`src/common/cache_sram_consts.svh`:
```
// constants for the external cache write sequencer
// assumes inclusion by bare name from rtl files; no logic here
`ifndef CACHE_SRAM_CONSTS_SVH
`define CACHE_SRAM_CONSTS_SVH
`define WE_MASK_W 15
`define SPD_W 3
`define RANGE_W 4
`define CNT_W 4
`define CNT_ZERO 4'h0
`define CNT_ONE 4'h1
`define WE_FIRST_BIT 4'h1
`endif

```
`src/common/cache_sram_pkg.sv`:
```
// types shared by the cache write sequencer files
// assumes no other package
package cache_sram_pkg;
  typedef enum logic [1:0] {
    st_idle = 2'b00,
    st_probe = 2'b01,
    st_write = 2'b10,
    st_read = 2'b11
  } seq_state_t;
endpackage

```
`src/rtl/cycle_timer.sv`:
```
// cycle timer: counts cycles of one cache access
// assumes the caller loads it on the first cycle of each access
`timescale 1ns/1ps
`include "cache_sram_consts.svh"
module cycle_timer #(
  parameter int CW = `CNT_W
) (
  // clocking
  input wire logic clk_sys,
  input wire logic rst_sync_b,
  input wire logic ce,
  // control
  input wire logic start,
  input wire logic [CW-1:0] last_idx,
  // status
  output logic [CW-1:0] idx,
  output logic done
);
  logic [CW-1:0] cnt_ff;
  logic [CW-1:0] nxt_cnt;
  logic busy_ff;
  logic nxt_busy;

  // done when the running index reaches the programmed last cycle
  assign idx = cnt_ff;
  assign done = busy_ff && (cnt_ff == last_idx);
  assign nxt_cnt = start ? `CNT_ZERO : (busy_ff && !done) ? cnt_ff + `CNT_ONE : cnt_ff;
  assign nxt_busy = start ? 1'b1 : (done ? 1'b0 : busy_ff);

  // counter state
  always_ff @(posedge clk_sys or negedge rst_sync_b) begin
    if (!rst_sync_b) begin
      cnt_ff <= `CNT_ZERO;
      busy_ff <= 1'b0;
    end else if (ce) begin
      cnt_ff <= nxt_cnt;
      busy_ff <= nxt_busy;
    end
  end
endmodule

```
`src/rtl/cache_sram_write_timing.sv`:
```
// cache access sequencer for an external asynchronous sram cache
// assumes requests and config ports synchronous to clk_sys; board buffers outside
`timescale 1ns/1ps
`include "cache_sram_consts.svh"
module cache_sram_write_timing #(
  parameter int ADR_W = 29,
  parameter int DAT_W = 128,
  parameter int TAG_W = 4
) (
  // clock and reset
  input wire logic clk_sys,
  input wire logic rst_b,
  input wire logic ce,
  // bus interface control register fields
  input wire logic [`WE_MASK_W-1:0] cache_write_pulse_mask,
  input wire logic [`SPD_W-1:0] cache_write_cycle_length,
  input wire logic [`SPD_W-1:0] cache_read_cycle_length,
  input wire logic [`RANGE_W-1:0] cache_range_disable,
  // processor request
  input wire logic req_valid,
  input wire logic req_write,
  input wire logic [ADR_W-1:0] req_adr,
  input wire logic [1:0] req_range,
  input wire logic [DAT_W-1:0] req_data,
  input wire logic [TAG_W-1:0] req_tag_ctl,
  output logic req_ready,
  output logic req_bypass,
  // completion
  output logic done_pulse,
  output logic [DAT_W-1:0] rd_data,
  // sram side
  output logic [ADR_W-1:0] cache_adr,
  output logic [DAT_W-1:0] cache_wdata,
  output logic cache_data_oe_b,
  output logic [TAG_W-1:0] tag_ctl,
  output logic tag_ctl_oe_b,
  output logic cache_we,
  output logic cache_oe,
  input wire logic [DAT_W-1:0] cache_rdata
);
  // ******************************
  // reset release
  // ******************************
  logic rst_s1_ff;
  logic rst_sync_b;
  logic rst_s2_ff;
  always_ff @(posedge clk_sys or negedge rst_b) begin
    if (!rst_b) begin
      rst_s1_ff <= 1'b0;
      rst_s2_ff <= 1'b0;
    end else begin
      rst_s1_ff <= 1'b1;
      rst_s2_ff <= rst_s1_ff;
    end
  end
  assign rst_sync_b = rst_s2_ff;

  // ******************************
  // sequencing
  // ******************************
  cache_sram_pkg::seq_state_t state_ff;
  cache_sram_pkg::seq_state_t nxt_state;
  logic [ADR_W-1:0] adr_ff;
  logic [DAT_W-1:0] wdata_ff;
  logic [TAG_W-1:0] tag_hold_ff;
  logic [TAG_W-1:0] tag_ff;
  logic tag_oe_b_ff;
  logic data_oe_b_ff;
  logic we_ff;
  logic oe_ff;
  logic done_ff;
  logic [DAT_W-1:0] rdata_ff;
  logic start_t;
  logic [`CNT_W-1:0] last_idx;
  logic [`CNT_W-1:0] idx;
  logic t_done;
  logic bypass;
  logic take;
  logic start_write;
  logic [`CNT_W-1:0] we_idx;
  logic nxt_we;

  // ******************************
  // request intake
  // ******************************
  // a request is taken only while idle; disabled ranges never touch the sram
  // a bypassed request is answered in the same cycle and leaves the timer untouched
  assign bypass = cache_range_disable[req_range];
  assign req_ready = (state_ff == cache_sram_pkg::st_idle);
  assign req_bypass = req_ready && req_valid && bypass;
  assign take = req_ready && req_valid && !bypass;
  assign start_write = (state_ff == cache_sram_pkg::st_probe) && t_done;
  assign start_t = take || start_write;
  // probe and read use read length; write uses write length
  // chosen from the present state only: start_write depends on the timer's done,
  // so feeding it back here would close a combinational loop through the timer
  assign last_idx = (state_ff == cache_sram_pkg::st_write) ?
                    {1'b0, cache_write_cycle_length} :
                    {1'b0, cache_read_cycle_length};

  // ******************************
  // next state
  // ******************************
  // next state: a write is always a probe followed by the write itself
  always_comb begin
    nxt_state = state_ff;
    case (state_ff)
      cache_sram_pkg::st_idle: begin
        if (take) begin
          nxt_state = req_write ? cache_sram_pkg::st_probe : cache_sram_pkg::st_read;
        end
      end
      cache_sram_pkg::st_probe: begin
        if (t_done) begin
          nxt_state = cache_sram_pkg::st_write;
        end
      end
      cache_sram_pkg::st_write: begin
        if (t_done) begin
          nxt_state = cache_sram_pkg::st_idle;
        end
      end
      cache_sram_pkg::st_read: begin
        if (t_done) begin
          nxt_state = cache_sram_pkg::st_idle;
        end
      end
      default: nxt_state = cache_sram_pkg::st_idle;
    endcase
  end

  // ******************************
  // cycle timer
  // ******************************
  // one shared timer serves probe, read and write; a start reloads it to cycle 0,
  // so the length it compares against only matters from the following cycle on
  cycle_timer #(.CW(`CNT_W)) u_timer (
    .clk_sys(clk_sys),
    .rst_sync_b(rst_sync_b),
    .ce(ce),
    .start(start_t),
    .last_idx(last_idx),
    .idx(idx),
    .done(t_done)
  );

  // ******************************
  // write pulse placement
  // ******************************
  // mask bits past the programmed write length are simply never reached
  // write enable for the coming cycle: cycle k (k>=1) uses mask bit k-1
  // the counter points at cycle idx now, so next cycle is idx+1
  assign we_idx = start_write ? `CNT_ZERO : idx;
  assign nxt_we = ((state_ff == cache_sram_pkg::st_write) && !t_done) &&
                  (we_idx < `WE_MASK_W) && cache_write_pulse_mask[we_idx];

  // ******************************
  // address and data hold
  // ******************************
  // address and data latched once per request and held through the write
  always_ff @(posedge clk_sys or negedge rst_sync_b) begin
    if (!rst_sync_b) begin
      adr_ff <= '0;
      wdata_ff <= '0;
      tag_hold_ff <= '0;
    end else if (ce && take) begin
      adr_ff <= req_adr;
      wdata_ff <= req_data;
      tag_hold_ff <= req_tag_ctl;
    end
  end

  // ******************************
  // strobes and completion
  // ******************************
  // tag enable trails data enable also at the end, so tag hold time is never shorter
  // drive strobes; tag control follows data enable by one cycle
  always_ff @(posedge clk_sys or negedge rst_sync_b) begin
    if (!rst_sync_b) begin
      state_ff <= cache_sram_pkg::st_idle;
      data_oe_b_ff <= 1'b1;
      tag_oe_b_ff <= 1'b1;
      tag_ff <= '0;
      we_ff <= 1'b0;
      oe_ff <= 1'b0;
      done_ff <= 1'b0;
      rdata_ff <= '0;
    end else if (ce) begin
      state_ff <= nxt_state;
      data_oe_b_ff <= !(start_write || ((state_ff == cache_sram_pkg::st_write) && !t_done));
      tag_oe_b_ff <= data_oe_b_ff;
      tag_ff <= data_oe_b_ff ? '0 : tag_hold_ff;
      we_ff <= nxt_we;
      oe_ff <= take || ((state_ff == cache_sram_pkg::st_probe || state_ff == cache_sram_pkg::st_read) && !t_done);
      done_ff <= t_done && (state_ff == cache_sram_pkg::st_write || state_ff == cache_sram_pkg::st_read);
      if (t_done && state_ff == cache_sram_pkg::st_read) begin
        rdata_ff <= cache_rdata;
      end
    end
  end

  // ******************************
  // output drive
  // ******************************
  // registered outputs keep decode glitches off the board buffers and the gate
  // outputs straight from flops
  assign cache_adr = adr_ff;
  assign cache_wdata = wdata_ff;
  assign cache_data_oe_b = data_oe_b_ff;
  assign tag_ctl = tag_ff;
  assign tag_ctl_oe_b = tag_oe_b_ff;
  assign cache_we = we_ff;
  assign cache_oe = oe_ff;
  assign done_pulse = done_ff;
  assign rd_data = rdata_ff;
endmodule

```
`config.mk`:
```
export PLATFORM = sky130hd
export DESIGN_NAME = cache_sram_write_timing
export DESIGN_NICKNAME = d
export VERILOG_FILES = /design/src/common/cache_sram_pkg.sv /design/src/rtl/cycle_timer.sv /design/src/rtl/cache_sram_write_timing.sv
export VERILOG_INCLUDE_DIRS = /design/src /design/src/common
export SDC_FILE = /design/constraint.sdc
export NUM_CORES = 1
export LEC_CHECK = 0
export BUFFER_PORTS_ARGS = -buffer_cell sky130_fd_sc_hd__buf_4
export CORE_AREA = 2 2 242 244
export DETAILED_ROUTE_END_ITERATION = 10
export DIE_AREA = 0 0 244 246
export PLACE_DENSITY_LB_ADDON = 0.1
export SETUP_SLACK_MARGIN = 0.15
export SKIP_CTS_REPAIR_TIMING = 1
export SLEW_MARGIN = 0
export SYNTH_ARGS = -nofsm -noshare
export SYNTH_HDL_FRONTEND = slang
export SYNTH_SLANG_ARGS = --single-unit
```
`constraint.sdc`:
```
create_clock -name clk_sys -period 20.2 [get_ports clk_sys]
set_input_delay 2.02 -clock clk_sys [delete_from_list [all_inputs] [get_ports clk_sys]]
set_output_delay 2.02 -clock clk_sys [all_outputs]
set_load 0.05 [all_outputs]
```
After elaboration in Yosys (flattened, before gate mapping) --
Cells that the tools add are included.
Storage, ports and cells: register bits 307, output and inout port bits 296, logic and storage cells 71
Cells by class: $add $sub $neg 1, order comparisons 3, eq/ne operators 7, multiplexer cells 16, reduce and logical (&&, ||, !) cells 29
Operators with widths (count):
- 2-to-1 mux 4 bit | 4
- logical AND 1 bit | 13
- 2-to-1 mux 2 bit | 4
- case mux 2 bit (3 select lines) | 1
- AND reduction 2 bit | 3
- logical OR 1 bit | 5
- less-than comparator 4 x 5 -> 1 bit, second input constant | 1
- adder 4 x 1 -> 4 bit, second input constant | 1
- binary-select mux 1 bit (select 4 bit) | 1
- equality test 2 bit, second input constant | 2
- equality test 4 x 3 -> 1 bit | 1
- less-than comparator 4 bit, second input constant | 1
- 2-to-1 mux 1 bit | 4
- inequality test 2 x 1 -> 1 bit, second input constant | 2
- AND reduction 4 bit | 1
- nonzero test 2 bit | 2
- zero test 1 bit | 3
- less-than comparator 2 x 3 -> 1 bit, second input constant | 1
- 2-to-1 mux 3 bit | 1
- binary-select mux 1 bit (select 2 bit) | 1
- equality test 2 x 1 -> 1 bit, second input constant | 1
- zero test 2 bit | 1
- inequality test 2 bit, second input constant | 1
- OR reduction 2 bit | 1

Depth between registers and ports, before layout --
Gate-level depths: netlist of the first run.
depth in word-level cells 9, gate-level depth with buffers 9, mapped depth without buffers 7

Cells and area by module --
Synthesis of the first run repeated with hierarchy kept, for this count alone.
Unflattened totals: cell total of the unflattened synthesis 721, area, all modules 12152.9 sq um
Modules (own cells, without submodules):
- cache_sram_write_timing | times used 1, cells each 681, area each 11798.8 sq um
- cycle_timer | times used 1, cells each 40, area each 354.1 sq um

Worst setup path before layout of the first run --
OpenSTA, ideal clock, no wires.
path kind input -> output, start input req_range[0], end output req_bypass, data arrival time 2.870 ns, required time 18.180 ns, slack 15.310 ns, stages on the path 2, path through mux4_2 -> and3_1
Between the ends: longest elaborated chain between the ends 3
Ends and longest elaborated chain:
- start, declared | RTL line cache_sram_write_timing.sv:23 | input wire logic [1:0] req_range,
- binary-select mux 1 bit (select 2 bit) | RTL line cache_sram_write_timing.sv:88 | assign bypass = cache_range_disable[req_range];
- 2-to-1 mux 1 bit (not written as such) | RTL line cache_sram_write_timing.sv:88
- logical AND 1 bit | RTL line cache_sram_write_timing.sv:90 | assign req_bypass = req_ready && req_valid && bypass;
- end, declared | RTL line cache_sram_write_timing.sv:27 | output logic req_bypass,
Every way passes these cells. The select of a mux whose other input is x is not followed.

Worst setup path in the final report of the first run --
Same ends and word-level chain as after synthesis.

==> results of run 1 <==
## flip-flops by register name (all words and copies together) (netlist names)
signal / count
cache_wdata: 128
rd_data: 128
cache_adr: 29
tag_ctl: 4
tag_hold_ff: 4
u_timer.idx: 4
state_ff: 2
cache_data_oe_b: 1
cache_oe: 1
cache_we: 1
done_pulse: 1
rst_s1_ff: 1
rst_s2_ff: 1
tag_ctl_oe_b: 1
u_timer.busy_ff: 1
## worst max-delay path by stage
| stage | start | to | slack (ns) |
|---|---|---|---|
| floorplan | rst_s2_ff$_DFF_PN0_ | cache_adr[0]$_DFFE_PN0P_ | 11.01 |
| global placement | cache_write_cycle_length[2] | rd_data[29]$_DFFE_PN0P_ | 15.02 |
| detailed placement | cache_write_cycle_length[2] | rd_data[63]$_DFFE_PN0P_ | 15.03 |
| CTS | req_range[0] | req_bypass | 15.16 |
| global route | req_range[0] | req_bypass | 15.14 |
| finish | req_range[0] | req_bypass | 15.18 |
## final cells by class
cell class | instances | area [µm²]
fillers | 5813 | 38800
flip-flops and latches | 307 | 7690
repair buffers | 624 | 4700
multi-input cells | 369 | 3870
clock buffers | 64 | 1240
well taps | 765 | 957
clock inverters | 9 | 58.8
inverters | 6 | 22.5
diodes | 2 | 5.00
## power groups by stage
| stage | clock network, µW | logic [µW] | registers [µW] |
|---|---|---|---|
| after floorplan | 0 | 290 | 1980 |
| after global placement | 0 | 1850 | 1050 |
| after detailed placement | 0 | 1850 | 1060 |
| after CTS | 729 | 1850 | 1050 |
| after global routing | 758 | 1900 | 1090 |
| final | 696 | 1830 | 1050 |
## kinds of logic (layout without fill, tap and decap cells)
logic type | count (synthesis) | in the layout | synth area share
DFF | 307 | 307 | 0.648
adders and majority gates | 1 | 1 | 0.00105
buffers and inverters | 42 | 703 | 0.0271
and+or+nand+nor | 41 | 41 | 0.0211
AOI/OAI and AO/OA | 23 | 23 | 0.0133
xor gates and xnor gates | 3 | 3 | 0.00222
muxes | 300 | 300 | 0.287
other | 1 | 3 | 0.000316
## critical path: cells and delay by family
| family | cells | cell delay [ns] |
|---|---|---|
| buffers and inverters | 2 | 0.26 |
| AND/OR/NAND/NOR | 1 | 0.20 |
| multiplexers | 1 | 0.52 |
## stage by stage
| stage | hold WS, ns | total power [µW] | util |
|---|---|---|---|
| 6_report | 0.353 | 3570 | 0.323 |
| 5_1_grt | 0.359 | 3750 | 0.323 |
| 4_1_cts | 0.361 | 3630 | 0.323 |
| 3_5_place_dp | 0.341 | 2910 | 0.300 |
| 3_3_place_gp | 0.339 | 2910 | 0.300 |
| 2_1_floorplan | 0.331 | 2270 | - |
## routing by layer
metal,GRT usage,vias up,routed length (µm)
li1,-,3841,-
met1,0.142,4157,14600
met2,0.210,423,19100
met3,0.0681,71,5030
met4,0.0441,8,1040
met5,0,-,55
## layout by cell type, fill, tap and decap left out, types with 6 or more instances in the layout
| master | netlist | layout |
|---|---|---|
| buf_4 | 12 | 623 |
| clkbuf_1 | 1 | 12 |
| clkbuf_16 | 0 | 43 |
| clkbuf_8 | 1 | 9 |
| dfrtp_1 | 305 | 304 |
| inv_1 | 6 | 6 |
| mux2_2 | 290 | 290 |
| mux2i_1 | 7 | 7 |
| nand2_1 | 7 | 7 |
| nor2_1 | 9 | 8 |
==> metrics.txt, run 1 <==
Switching Share=0.466; Wirelength per Cell=18.6 µm; gr usage total=0.128; CP Data Required Time=18.18 ns; Reg2Reg Setup Slack=16.44 ns; Core Area=57400 µm²; average cell area after synthesis=16.5 µm²; critical path type=in2out; fmax=199 MHz; skew final=0.0142 ns; Unique masters post-synth=44; cell repeated most along the worst path=buf_4; DP Wirelength=29800 µm; Hold Path Class=reg2reg; hold path depth=0; vias in the first global route=8846; yosys warns=0; most frequent cell after synthesis=dfrtp_1; Clock Latency Late Sink=0.55 ns; Port Buffer Count=616; Yosys top cell by area=dfrtp_1; Leak=0.00925 µW; area of the die=60000 µm²; Crit Path Max Fanout=3; GP Congestion=0.729; unrepaired setup endpoints after global routing=no; max-slew violations=0; final hold violations=0; CP Cell Sequence=buf_4 > mux4_2 > and3_1 > buf_4; CTS tree=built; drt initial violations=165; die height=246 µm; Gate power share=0.512; Final Setup Violations=0; Slew headroom=0.293; total grt overflow=0; global-route wire length before repair=58000 µm; Crit-path slowest cell=mux4_2; H-tree levels=2; Clock Path Buffers=3; top cells by area, synth=dfrtp_1 64%, mux2_2 28%, buf_6 1.2%; part of the power in registers=0.293; Worst Hold Endpoint=rst_s2_ff$_DFF_PN0_; Synth top cells by count=305 x dfrtp_1, 290 x mux2_2, 13 x buf_6, 12 x buf_4; power per cell area=193 nW/µm²; Slew @ Worst Pin=1.06 ns; Pint=1910 µW; starting density of the core=0.207; setup TNS=0 ns; antenna-violating nets left=0; data arrival time of the worst path=3.00 ns; HP Start=rst_s1_ff$_DFF_PN0_; num rows=88; area share of the largest cell type after synthesis=0.644; Max Cap Viol=0; antenna violations before repair=7; clk root buf=clkbuf_16; placed cell area=17200 µm²; Num CTS Buffers=41; startpoint type of the worst setup path=primary input; flops & latches, synth=307; clock share of power=0.195; share of cells above drive strength 1=0.719; Worst R2R End=rd_data[98]$_DFFE_PN0P_; critical path's largest stage delay=0.52 ns; Post-synth EDFFs=0; syn nets=1040; DP Worst Slack=15.03 ns; Area Overhead vs Synth=56.3%; Top-Level Pins=617; Remaining DRCs=0; status=finished clean; Post-synth ARST share=1.00; drt pass-1 iters=4; Detailed Route WL=39900 µm; CP endpoint kind=output port; NetSw=1660 µW; reg2reg path depth=9; Finished Layout Cells=2146; post-layout net count=1671; final worst slack=15.18 ns; Vias/cell=3.96; Clock Sinks=307; r2r startpoint=state_ff[1]$_DFFE_PN0P_; crit path time final=5.02 ns; sequential area share after synthesis=0.648; clk slew on worst S/H paths=0.05 ns; total number of vias=8500; largest net degree at the start of global routing=163; Main synth FF type=dfrtp_1; Mapped Cells=718; placed insts=2071; Mapped Area=11900 µm²; fin crit share=0.249; Design Area, Final=18500 µm²; floorplan die width=244 µm; Worst IR Drop VDD=0.0965 mV
Note: power is estimated with default switching activity, not from simulation.
==> run 2, diff against run 1 <==
==> constraint.sdc (replaced) <==
create_clock -name clk_sys -period 5.1 [get_ports clk_sys]
set_input_delay 0.51 -clock clk_sys [delete_from_list [all_inputs] [get_ports clk_sys]]
set_output_delay 0.51 -clock clk_sys [all_outputs]
set_load 0.05 [all_outputs]
==> run 2 against run 1 <==
Effect of this change: cell area up 0.45%; wire length is 1.3% higher; sequential cell count is the same; power grew to 4.0 times the previous value; largest cell class unchanged; cell count hardly changed; setup slack worse by 13 ns.
==> metrics.txt, run 2 (synthesis results as in run 1) <==
startpoint type of the worst setup path=flop; crit path time final=2.92 ns; reg2reg path depth=8; Detailed Route WL=40400 µm; r2r startpoint=state_ff[1]$_DFFE_PN0P_; fin crit share=0.572; post-layout util=0.325; largest net degree at the start of global routing=145; most frequent cells in the layout=619 x buf_4, 304 x dfrtp_1, 290 x mux2_2; antenna-violating nets left=0; Max Cap Viol=0; status=finished clean; Top-Level Pins=617; Worst Hold Endpoint=cache_wdata[37]$_DFFE_PN0P_; Crit Path Max Fanout=127; share of cells above drive strength 1=0.718; HP Start=req_data[37]; CP endpoint kind=flop; GP Congestion=0.748; Slew headroom=0.438; unrepaired setup endpoints after global routing=no; max-slew violations=0; Area Overhead vs Synth=57.0%; Worst IR Drop VDD=0.445 mV; total number of vias=8407; CP startpoint=state_ff[1]$_DFFE_PN0P_; Worst R2R End=rd_data[19]$_DFFE_PN0P_; Final Setup Violations=0; vias in the first global route=8905; CTS tree=built; num rows=88; fmax=343 MHz; data arrival time of the worst path=3.34 ns; clk root buf=clkbuf_16; hold path depth=2; critical path type=reg2reg; CP Data Required Time=5.52 ns; H-tree levels=2; Crit-path slowest cell=buf_12; Clock Sinks=307; Clock Path Buffers=3; final hold violations=0; Leak=0.00927 µW; # fillers=5822; DP Wirelength=30200 µm; Slew @ Worst Pin=0.843 ns; Hold Path Class=in2reg; CP Cell Sequence=nor2b_4 > mux2i_1 > xor2_1 > and4b_4 > nand2_1 > nor2_4 > buf_12 > mux2_2; floorplan die width=244 µm; global-route wire length before repair=58700 µm; total grt overflow=0; starting density of the core=0.207; critical path's largest stage delay=0.53 ns; Port Buffer Count=616; die height=246 µm; Num CTS Buffers=41; Reg2Reg Setup Slack=2.18 ns; Vias/cell=3.92; clk slew on worst S/H paths=0.06 ns; setup TNS=0 ns; Wirelength per Cell=18.8 µm; power per cell area=763 nW/µm²; drt pass-1 iters=4; Remaining DRCs=0; drt initial violations=159; Clock Latency Late Sink=0.55 ns; skew final=0.0172 ns; post-layout net count=1672; most common cell after layout, fill and taps aside=buf_4; gr usage total=0.131; antenna violations before repair=2; Core Area=57400 µm²; area of the die=60000 µm²
==> run 2: area by class of cell <==
type	count	area [µm²]	area share
Clock buffer	65	1250	0.0670
Clock inverter	9	81.3	0.00437
Multi-Input combinational cell	369	3870	0.208
Inverter	6	22.5	0.00121
Sequential cell	307	7690	0.413
Timing Repair Buffer	625	4760	0.255
Antenna cell	1	2.50	0.000134
Tap cell	765	957	0.0514
==> run 2: worst max-delay path by stage <==
stage                             endpoint  depth (start not counted)
2_1_floorplan     cache_adr[0]$_DFFE_PN0P_                          0
3_3_place_gp   cache_wdata[42]$_DFFE_PN0P_                          6
3_5_place_dp   cache_wdata[70]$_DFFE_PN0P_                          6
4_1_cts            rd_data[12]$_DFFE_PN0P_                          8
5_1_grt            rd_data[15]$_DFFE_PN0P_                          8
6_report           rd_data[19]$_DFFE_PN0P_                          8
==> run 2: through the flow <==
step	instances	power (µW)	hold WS, ns	setup WS, ns	area, µm²
after global placement	2071	11500	0.295	2.01	17300
after floorplan	718	8990	0.214	2.05	11900
after global routing	2147	14900	0.151	1.97	18600
after detailed placement	2071	11500	0.299	1.97	17300
after CTS	2145	14500	-0.309	2.16	18600
final	2147	14200	0.189	2.18	18600
==> run 2: power by group <==
group	total, µW	switching [µW]	internal [µW]
Clock	2820	1100	1730
Sequential	4140	616	3530
Combinational	7250	4890	2360
==> run 2: per-layer routing <==
| layer | vias to the layer above | track usage | part of all wire |
|---|---|---|---|
| li1 | 3832 | - | - |
| met1 | 4121 | 0.145 | 0.38 |
| met2 | 398 | 0.211 | 0.47 |
| met3 | 54 | 0.0756 | 0.13 |
| met4 | 2 | 0.0380 | 0.019 |
| met5 | - | 0 | 0.00030 |
==> run 2: worst max-delay path, delay by kind of cell, from the launching register on <==
family,cells,cell delay [ns]
xor gates and xnor gates,1,0.21
and+or+nand+nor,4,0.83
buffers and inverters,1,0.53
DFF,1,0.46
muxes,2,0.64
==> run 3, diff against run 2 <==
==> constraint.sdc (replaced) <==
create_clock -name clk_sys -period 2.8 [get_ports clk_sys]
set_input_delay 0.28 -clock clk_sys [delete_from_list [all_inputs] [get_ports clk_sys]]
set_output_delay 0.28 -clock clk_sys [all_outputs]
set_load 0.05 [all_outputs]
==> run 3 against run 2 <==
Effect of this change: combinational power rose by 88%; largest power group unchanged; via count increased by 13%; setup slack worse by 1.9 ns; wire length increased by 5.0%; global-route usage down 0.052 points; register-to-register slack worse by 1.9 ns; power is 84% higher; non-clock buffer count increased by 306.
==> metrics.txt, run 3 (synthesis results as in run 1) <==
CP Data Required Time=3.22 ns; starting density of the core=0.207; Buf+Inv Stages, Crit Path=2; CP startpoint=state_ff[0]$_DFFE_PN0P_; drt initial violations=337; area of the die=60000 µm²; fin crit share=0.884; GP Congestion=0.741; CP top delay family=simple AND/OR/NAND/NOR gates; vias in the first global route=9111; # fillers=5568; Switching Share=0.464; Hold Path Class=in2reg; Final Setup Violations=0; Remaining DRCs=0; largest net degree at the start of global routing=104; HP Start=ce; most common cell after layout, fill and taps aside=buf_4; Worst Hold Endpoint=cache_oe$_DFFE_PN0P_; DP Wirelength=30900 µm; Crit Path Max Fanout=25; Area Overhead vs Synth=82.9%; power per cell area=1210 nW/µm²; Pint=14000 µW; Max Cap Viol=0; Worst R2R End=rd_data[36]$_DFFE_PN0P_; H-tree levels=2; antenna-violating nets left=0; total number of vias=9509; Port Buffer Count=616; hold path depth=2; Clock Sinks=307; global-route wire length before repair=58800 µm; Vias/cell=3.89; post-layout net count=1976; share of cells above drive strength 1=0.596; Clock Latency Late Sink=0.54 ns; Top-Level Pins=617; data arrival time of the worst path=2.90 ns; Gate power share=0.522; Fin Hold WS=0.0520 ns; num rows=88; max-slew violations=0; gr usage total=0.130; Leak=0.0106 µW; Clock Path Buffers=3; drt pass-1 iters=4; reg2reg path depth=9; clk slew on worst S/H paths=0.06 ns; startpoint type of the worst setup path=flop; most frequent cells in the layout=626 x buf_4, 304 x dfrtp_1, 290 x mux2_2, 290 x dlygate4sd3_1, 41 x clkbuf_16; CP Cell Sequence=nor2b_4 > mux2i_1 > xor2_1 > and4b_4 > nand2_1 > nor2_4 > buf_12 > buf_12 > mux2_2; antenna violations before repair=1; Wirelength per Cell=17.3 µm; r2r startpoint=state_ff[0]$_DFFE_PN0P_; part of the power in registers=0.288; clock share of power=0.190; fmax=404 MHz; critical path type=reg2reg; Slew @ Worst Pin=0.631 ns; crit path time final=2.48 ns; final hold violations=0; Crit-path slowest cell=dfrtp_1; CTS tree=built; Core Area=57400 µm²; total grt overflow=0; floorplan die width=244 µm; NetSw=12100 µW; post-layout util=0.378; die height=246 µm; cell repeated most along the worst path=buf_12; Detailed Route WL=42400 µm; Num CTS Buffers=39; unrepaired setup endpoints after global routing=no; critical path's largest stage delay=0.41 ns; clk root buf=clkbuf_16; Slew headroom=0.580; skew final=0.0122 ns; CP endpoint kind=flop; Worst IR Drop VDD=1.01 mV; status=finished clean; Reg2Reg Setup Slack=0.32 ns
run 3: power by group through the flow:
stage / logic (µW) / registers [µW] / clock network (µW)
floorplan: 2090 / 14300 / 0
global placement: 13500 / 7590 / 0
detailed placement: 13500 / 7600 / 0
CTS: 13500 / 7560 / 5220
global route: 14200 / 7810 / 5400
finish: 13600 / 7530 / 4970
run 3: worst max-delay path by stage:
stage                          endpoint  cells after the start  slack [ns]
2_1_floorplan  cache_adr[0]$_DFFE_PN0P_                      0       -0.25
3_3_place_gp   rd_data[120]$_DFFE_PN0P_                      9        0.31
3_5_place_dp   rd_data[118]$_DFFE_PN0P_                      9        0.26
4_1_cts        rd_data[118]$_DFFE_PN0P_                      9        0.24
5_1_grt         rd_data[25]$_DFFE_PN0P_                      9        0.18
6_report        rd_data[36]$_DFFE_PN0P_                      9        0.32
run 3: metrics by stage:
| stage | setup TNS (ns) | power, µW | cell area (µm²) | setup slack [ns] | cells |
|---|---|---|---|---|---|
| 6_report | 0 | 26200 | 21700 | 0.325 | 2446 |
| 5_1_grt | 0 | 27400 | 21700 | 0.176 | 2446 |
| 4_1_cts | 0 | 26200 | 18700 | 0.236 | 2153 |
| 3_5_place_dp | 0 | 21100 | 17500 | 0.259 | 2086 |
| 3_3_place_gp | 0 | 21000 | 17500 | 0.308 | 2086 |
| 2_1_floorplan | -75.92 | 16400 | 11900 | -0.251 | 718 |
run 3: routing by layer:
metal | track usage | vias up | routed length [µm]
met1 | 0.140 | 4637 | 15900
met5 | 0 | - | 0
met3 | 0.0590 | 61 | 3700
met2 | 0.226 | 387 | 21900
met4 | 0.0427 | 0 | 875
li1 | - | 4424 | -
run 3: layout make-up:
cell class,count,area (µm²),share of cell area
timing repair buffer,931,7910,0.364
sequential,307,7690,0.354
multi-input combinational,369,3870,0.178
clock buffer,60,1150,0.0528
tap,765,957,0.0441
clock inverter,7,105,0.00484
inverter,6,22.5,0.00104
antenna,1,2.50,0.000115
